**src/design/mab_pkg.sv**
```systemverilog
// Overview of operation
// RULE1 - Address in first state, data afterwards
// RULE2 - Lowest address bit low for low-byte moves
// RULE3 - Multiplexed lines are active high
// RULE4 - Float low lines in acknowledge and hold
// RULE5 - Top four address bits in memory T1
// RULE6 - Upper lines low in I/O address state
// RULE7 - Status on upper lines, top bit low
// RULE8 - Interrupt-enable status refreshed every clock
// RULE9 - Segment code on two lowest status bits
// RULE10 - Float upper lines during hold or grant
// RULE11 - Byte devices qualify selects with low bit
// RULE12 - External latch captures address in T1
package mab_pkg;

	localparam int unsigned MAB_AD_W = 16;
	localparam int unsigned MAB_AS_W = 4;
	localparam int unsigned MAB_ADDR_W = 20;

	localparam logic [1:0] MAB_SEG_ALT = 2'h0;
	localparam logic [1:0] MAB_SEG_STACK = 2'h1;
	localparam logic [1:0] MAB_SEG_CODE = 2'h2;
	localparam logic [1:0] MAB_SEG_DATA = 2'h3;

	localparam logic [15:0] MAB_AD_RST = 16'h0000;
	localparam logic [3:0] MAB_AS_RST = 4'h0;
	localparam logic [3:0] MAB_AS_IO_ADDR = 4'h0;
	localparam logic MAB_TOP_STATUS = 1'b0;

	typedef enum logic [6:0] {
		MAB_ST_IDLE = 7'b0000001,
		MAB_ST_T1 = 7'b0000010,
		MAB_ST_T2 = 7'b0000100,
		MAB_ST_T3 = 7'b0001000,
		MAB_ST_TW = 7'b0010000,
		MAB_ST_T4 = 7'b0100000,
		MAB_ST_HOLD = 7'b1000000
	} mab_state_t;

	typedef struct packed {
		logic [19:0] addr;
		logic io;
		logic inta;
		logic wr;
		logic byte_lo;
		logic [1:0] seg;
		logic [15:0] wdata;
	} mab_req_t;

	localparam mab_req_t MAB_REQ_RST = '0;

endpackage

```
**src/design/mab_pin_drv.sv**
```systemverilog
`timescale 1ns/1ps
module mab_pin_drv #(
	parameter int unsigned W = 16
) (
	input wire logic clk_i,
	input wire logic sys_rst_i,
	input wire logic drive_i,
	input wire logic [W-1:0] value_i,
	output logic [W-1:0] pin_o,
	output logic pin_oe_o
);

	// Floating keeps the last driven level, like a weak bus keeper
	always_ff @(posedge clk_i) begin
		if (sys_rst_i) begin
			pin_o <= '0;
		end else if (drive_i) begin
			pin_o <= value_i;
		end
	end

	always_ff @(posedge clk_i) begin
		if (sys_rst_i) begin
			pin_oe_o <= 1'b0;
		end else begin
			pin_oe_o <= drive_i;
		end
	end

endmodule // mab_pin_drv

```
**src/design/mab_bus.sv**
```systemverilog
`timescale 1ns/1ps
module mab_bus
	import mab_pkg::*;
(
	input wire logic clk_i,
	input wire logic sys_rst_i,
	input wire logic req_valid_i,
	input wire mab_req_t req_i,
	input wire logic ready_i,
	input wire logic int_enable_i,
	input wire logic hold_req_i,
	input wire logic [15:0] addr_data_lines_i,
	output logic [15:0] addr_data_lines_o,
	output logic addr_data_lines_oe_o,
	output logic [3:0] upper_addr_status_lines_o,
	output logic upper_addr_status_lines_oe_o,
	output logic req_ready_o,
	output logic done_o,
	output logic [15:0] rd_data_o,
	output logic hold_ack_o,
	output logic busy_o
);

	mab_state_t state_r;
	mab_state_t state_nxt;
	mab_req_t req_r;
	mab_req_t cur_req;
	logic take;
	logic ad_drive;
	logic [15:0] ad_value;
	logic as_drive;
	logic [3:0] as_value;
	logic [3:0] status_word;
	logic capture;

	assign take = req_valid_i & req_ready_o & ~hold_req_i;
	assign cur_req = take ? req_i : req_r;
	assign capture = ready_i & ((state_r == MAB_ST_T3) | (state_r == MAB_ST_TW));

	// Top bit fixed low, live interrupt flag, segment code
	assign status_word = {MAB_TOP_STATUS, int_enable_i, cur_req.seg}; // RULE7 RULE8 RULE9

	always_comb begin
		state_nxt = state_r;
		case (state_r)
			MAB_ST_IDLE: begin
				if (hold_req_i) begin
					state_nxt = MAB_ST_HOLD;
				end else if (take) begin
					state_nxt = MAB_ST_T1;
				end
			end
			MAB_ST_T1: begin
				state_nxt = MAB_ST_T2; // RULE1
			end
			MAB_ST_T2: begin
				state_nxt = MAB_ST_T3;
			end
			MAB_ST_T3, MAB_ST_TW: begin
				// Slow devices stretch the cycle with wait states
				state_nxt = ready_i ? MAB_ST_T4 : MAB_ST_TW;
			end
			MAB_ST_T4: begin
				if (hold_req_i) begin
					state_nxt = MAB_ST_HOLD;
				end else if (take) begin
					state_nxt = MAB_ST_T1;
				end else begin
					state_nxt = MAB_ST_IDLE;
				end
			end
			MAB_ST_HOLD: begin
				if (!hold_req_i) begin
					state_nxt = MAB_ST_IDLE;
				end
			end
			default: begin
				state_nxt = MAB_ST_IDLE;
			end
		endcase
	end

	// Pin values are chosen from the next state so flops align with it
	always_comb begin
		ad_drive = 1'b0;
		ad_value = MAB_AD_RST;
		as_drive = 1'b1;
		as_value = status_word;
		case (state_nxt)
			MAB_ST_T1: begin
				// Address held only this state; latch must grab it now
				ad_drive = ~cur_req.inta; // RULE4 RULE12
				ad_value = {cur_req.addr[15:1], cur_req.addr[0] & ~cur_req.byte_lo}; // RULE1 RULE2
				if (cur_req.io | cur_req.inta) begin
					as_value = MAB_AS_IO_ADDR; // RULE6
				end else begin
					as_value = cur_req.addr[19:16]; // RULE5
				end
			end
			MAB_ST_T2, MAB_ST_T3, MAB_ST_TW, MAB_ST_T4: begin
				ad_drive = cur_req.wr & ~cur_req.inta; // RULE1 RULE4
				ad_value = cur_req.wdata; // RULE3
			end
			MAB_ST_HOLD: begin
				as_drive = 1'b0; // RULE10 RULE4
			end
			default: begin
				ad_drive = 1'b0;
			end
		endcase
	end

	always_ff @(posedge clk_i) begin
		if (sys_rst_i) begin
			state_r <= MAB_ST_IDLE;
		end else begin
			state_r <= state_nxt;
		end
	end

	always_ff @(posedge clk_i) begin
		if (sys_rst_i) begin
			req_r <= MAB_REQ_RST;
		end else if (take) begin
			req_r <= req_i;
		end
	end

	// Only idle or the last state may hand over to a new cycle
	always_ff @(posedge clk_i) begin
		if (sys_rst_i) begin
			req_ready_o <= 1'b0;
		end else begin
			req_ready_o <= (state_nxt == MAB_ST_IDLE) | (state_nxt == MAB_ST_T4);
		end
	end

	always_ff @(posedge clk_i) begin
		if (sys_rst_i) begin
			rd_data_o <= MAB_AD_RST;
		end else if (capture & ~req_r.wr) begin
			rd_data_o <= addr_data_lines_i;
		end
	end

	always_ff @(posedge clk_i) begin
		if (sys_rst_i) begin
			done_o <= 1'b0;
		end else begin
			done_o <= capture;
		end
	end

	always_ff @(posedge clk_i) begin
		if (sys_rst_i) begin
			hold_ack_o <= 1'b0;
			busy_o <= 1'b0;
		end else begin
			hold_ack_o <= (state_nxt == MAB_ST_HOLD);
			busy_o <= (state_nxt != MAB_ST_IDLE) & (state_nxt != MAB_ST_HOLD);
		end
	end

	mab_pin_drv #(
		.W(MAB_AD_W)
	) u_ad_drv (
		.clk_i(clk_i),
		.sys_rst_i(sys_rst_i),
		.drive_i(ad_drive),
		.value_i(ad_value),
		.pin_o(addr_data_lines_o),
		.pin_oe_o(addr_data_lines_oe_o)
	);

	mab_pin_drv #(
		.W(MAB_AS_W)
	) u_as_drv (
		.clk_i(clk_i),
		.sys_rst_i(sys_rst_i),
		.drive_i(as_drive),
		.value_i(as_value),
		.pin_o(upper_addr_status_lines_o),
		.pin_oe_o(upper_addr_status_lines_oe_o)
	);

endmodule // mab_bus

```
**config.mk**
```make
export PLATFORM = sky130hd
export DESIGN_NAME = mab_bus
export DESIGN_NICKNAME = d
export VERILOG_FILES = /design/src/design/mab_pkg.sv /design/src/design/mab_pin_drv.sv /design/src/design/mab_bus.sv
export SDC_FILE = /design/constraint.sdc
export NUM_CORES = 1
export LEC_CHECK = 0
export ABC_AREA = 1
export BUFFER_PORTS_ARGS = -buffer_cell sky130_fd_sc_hd__buf_2
export CORE_UTILIZATION = 35
export CTS_CLUSTER_SIZE = 40
export DETAILED_ROUTE_END_ITERATION = 10
export MAX_ROUTING_LAYER = met4
export PLACE_DENSITY = 0.61
export SYNTH_ARGS = -nofsm -noshare
export SYNTH_HDL_FRONTEND = slang
export SYNTH_SLANG_ARGS = --single-unit
```
**constraint.sdc**
```tcl
create_clock -name clk_i -period 2.4 [get_ports clk_i]
set_input_delay 0.48 -clock clk_i [delete_from_list [all_inputs] [get_ports clk_i]]
set_output_delay 0.48 -clock clk_i [all_outputs]
set_load 0.02 [all_outputs]
```
==> impl_metrics.csv <==
group,metric,value,unit
outcome,status,"complete, no violations",
placed_design,io_buffers,105,
setup_path,crit_chain,"inv_1 > nor2_1 > nand2_1 > nor2_4 > nand2_2 > nand2_4 > nand2_4 > nand2_4 > inv_6 > nor2_1 > nor2_1",
final_layout,stdcell_count,804,
yosys,synth_seq_cells,91,
timing,fin_skew,0.00635,ns
power,p_per_area,756,nW/um2
timing,drv_slew,0,
yosys,netlist_instances,565,
routing,first_pass_iters,4,
floorplanning,fp.coreArea,11100,um2
setup_path,path_buf_inv,2,
placed_design,dp.cells,789,
setup_path,cp_max_fo,19,
floorplanning,die_x,110,um
power,switching_power,1.01,mW
routing,wirelength_met1,4770,um
final_layout,syn_to_final_growth,22.1,%
final_layout,fillers,1142,
power,p_int,2.74,mW
yosys,synth_top_area_cell,"dfxtp_1",
timing,finalSetupViolCount,0,
routing,highest_layer,"met4",
power,leakage,2.51,nW
clock_network,cts_buffers,9,
setup_path,path_depth,11,
clock_network,cts.sinks,91,
routing,drtIter0Drc,179,
routing,avgRoutedWirePerCell,12.3,um
final_layout,layout_commonest_cell,"nand2_1",
routing,vias,3701,
power,clkPwrFrac,0.400,
final_layout,final_cell_mix,"167 x nand2_1, 105 x buf_2, 91 x dfxtp_1, 78 x nor2_1, 45 x inv_1",
grt,antenna_found_initial,0,
floorplanning,start_util,0.366,
power,p_sw_frac,0.269,
final_layout,fin_nets,724,
timing,finalHoldViolations,0,
clock_network,clk_latency,0.33,ns
clock_network,ctsHoldBuffers,0,
routing,ant_nets,0,
grt,grt_pass1_wl,15900,um
yosys,synth_area_leaders,"dfxtp_1 45%, nand2_1 15%, nor2_1 7.2%, a21oi_1 4.4%, inv_1 4.2%",
yosys,syn_area,4050,um2
grt,grt_pass1_vias,3360,
clock_network,tritoncts,"yes",
clock_network,cts-root-buf,"clkbuf_16",
final_layout,n_antenna_cell,0,
routing,via_per_inst,4.60,
timing,tightest_slew,0.541,ns
setup_path,slowest_stage,"dfxtp_1",
setup_path,path_delay_family,"simple AND/OR/NAND/NOR gates",
clock_network,clk_pin_slew,0.06,ns
timing,fin_crit,1.77,ns
setup_path,worstPathRequired,2.62,ns
run,drv_cap,0,
grt,grt_remaining_overflow,0,
setup_path,critPathCaptureType,"flop",
power,comb_power_share,0.160,
grt,gr-usage-all-layers,0.177,
routing,drc_errors,0,
grt,grt_max_degree,46,
placed_design,dp_hpwl,7050,um
timing,fmax,0.565,GHz
placed_design,gp_congestion,0.778,
power,p_seq_frac,0.440,
setup_path,ff2ff_path_depth,11,
clock_network,ctsResizeCount,0,
clock_network,cts_max_level,3,
floorplanning,io_pins,106,
setup_path,critPathArrivalTime,1.99,ns
clock_network,clk_path_buf_depth,2,
clock_network,postCtsSetupBuffers,0,
yosys,synth.top_cell.area_share,0.449,
setup_path,crit_path_max_incr_delay,0.42,ns
worst_hold_path,hp-class,"in2reg",
setup_path,critPathLaunchType,"flop",
timing,finalSetupTns,0,ns
timing,fin_crit_sh,0.738,
yosys,syn_area_per_cell,7.18,um2
timing,slew_headroom,0.637,
floorplanning,fp.dieArea,12000,um2
timing,rsz0062_at_grt,"false",
yosys,synth-seq-area-share,0.449,
yosys,yosys_warnings,0,
power,max-vdd-ir-drop,0.368,mV
setup_path,crit_type,"reg2reg",
routing,routed_wirelength,9900,um
routing,wl_met3,399,um
routing,wl_met2,4610,um
yosys,synth.distinct_cells,30,
floorplanning,rows,38,
worst_hold_path,hold_depth,3,
floorplanning,die_y,110,um
yosys,syn_nets,629,
final_layout,drive_gt1_frac,0.258,
[per-layer routing]
metal  vias up  GRT usage
met4         0     0.0514
li1       1949          -
met1      1662      0.232
met2        80      0.283
met3        10     0.0285
met5         -          -
[final timing paths]
path	startpoint	endpoint	slack [ns]
hold reg to reg	rd_data_o[2]	rd_data_o[2]	0.46
setup reg to reg	state_r[0]	u_ad_drv.pin_o[0]	0.63
hold / removal	req_i[17]	req_r[17]	0.42
setup / recovery	state_r[0]	u_ad_drv.pin_o[0]	0.63
[worst reg2reg max path, cell delays in order, from the launching register on]
cell and delay (ns):
dfxtp_1 0.42, inv_1 0.06, nor2_1 0.08, nand2_1 0.10
nor2_4 0.15, nand2_2 0.08, nand2_4 0.22, nand2_4 0.20
nand2_4 0.13, inv_6 0.07, nor2_1 0.10, nor2_1 0.05
[cells by family (layout without fill, tap and decap cells)]
group / Yosys count / count (layout) / synth area share
compound gates: 64 / 64 / 0.0898
simple gates: 329 / 329 / 0.362
mux: 2 / 2 / 0.00494
flops: 91 / 91 / 0.449
buf+inv: 79 / 178 / 0.0938
[state kept, by name (all words and copies together) (netlist names)]
signal,flops
done_o,1
u_as_drv.pin_oe_o,1
u_ad_drv.pin_oe_o,1
hold_ack_o,1
u_ad_drv.pin_o,16
state_r,7
u_as_drv.pin_o,4
rd_data_o,16
req_r,42
busy_o,1
req_ready_o,1
[Yosys cell counts]
master and instances:
nand2_1 167, dfxtp_1 91, nor2_1 78, inv_1 45, a21oi_1 36, nand3_1 21
nand4_1 16, o21a_1 16, or2_2 16, nor2_2 10, clkbuf_1 9, buf_2 8
o21ai_1 8, nand2_4 6, buf_6 5, buf_4 4, nor3_1 4, inv_2 3
nor2_4 3, o21ai_0 3, or2_0 3, clkinv_1 2, mux2i_1 2, nand2_2 2
nand3_2 2, buf_1 1, buf_12 1, inv_6 1, nor3b_1 1, o21ai_2 1
[power groups by stage]
stage          Combinational [mW]  Clock, mW  Sequential, mW
4_1_cts                     0.608       1.53            1.64
2_1_floorplan               0.391          0            1.72
3_3_place_gp                0.596          0            1.68
6_report                    0.600       1.50            1.65
3_5_place_dp                0.605          0            1.68
5_1_grt                     0.681       1.63            1.65
[through the flow]
| step | cell area (um2) | utilization | hold WS, ns | setup slack [ns] | power (mW) |
|---|---|---|---|---|---|
| 2_1_floorplan | 4050 | - | 0.451 | 0.802 | 2.11 |
| 4_1_cts | 4950 | 0.447 | 0.409 | 0.646 | 3.79 |
| 6_report | 4950 | 0.447 | 0.415 | 0.629 | 3.74 |
| 3_5_place_dp | 4640 | 0.418 | 0.454 | 0.470 | 2.28 |
| 3_3_place_gp | 4640 | 0.418 | 0.449 | 0.536 | 2.27 |
| 5_1_grt | 4950 | 0.447 | 0.401 | 0.436 | 3.96 |
[area by class of cell]
type                    count  area [um2]  share of cell area
flip-flops and latches     91        1820               0.368
multi-input cells         395        1850               0.374
clock inverters             6        90.1              0.0182
inverters                  51         196              0.0397
clock buffers               9         225              0.0455
repair buffers            112         591               0.119
well taps                 140         175              0.0354
Power figures use the tool's default switching activity.
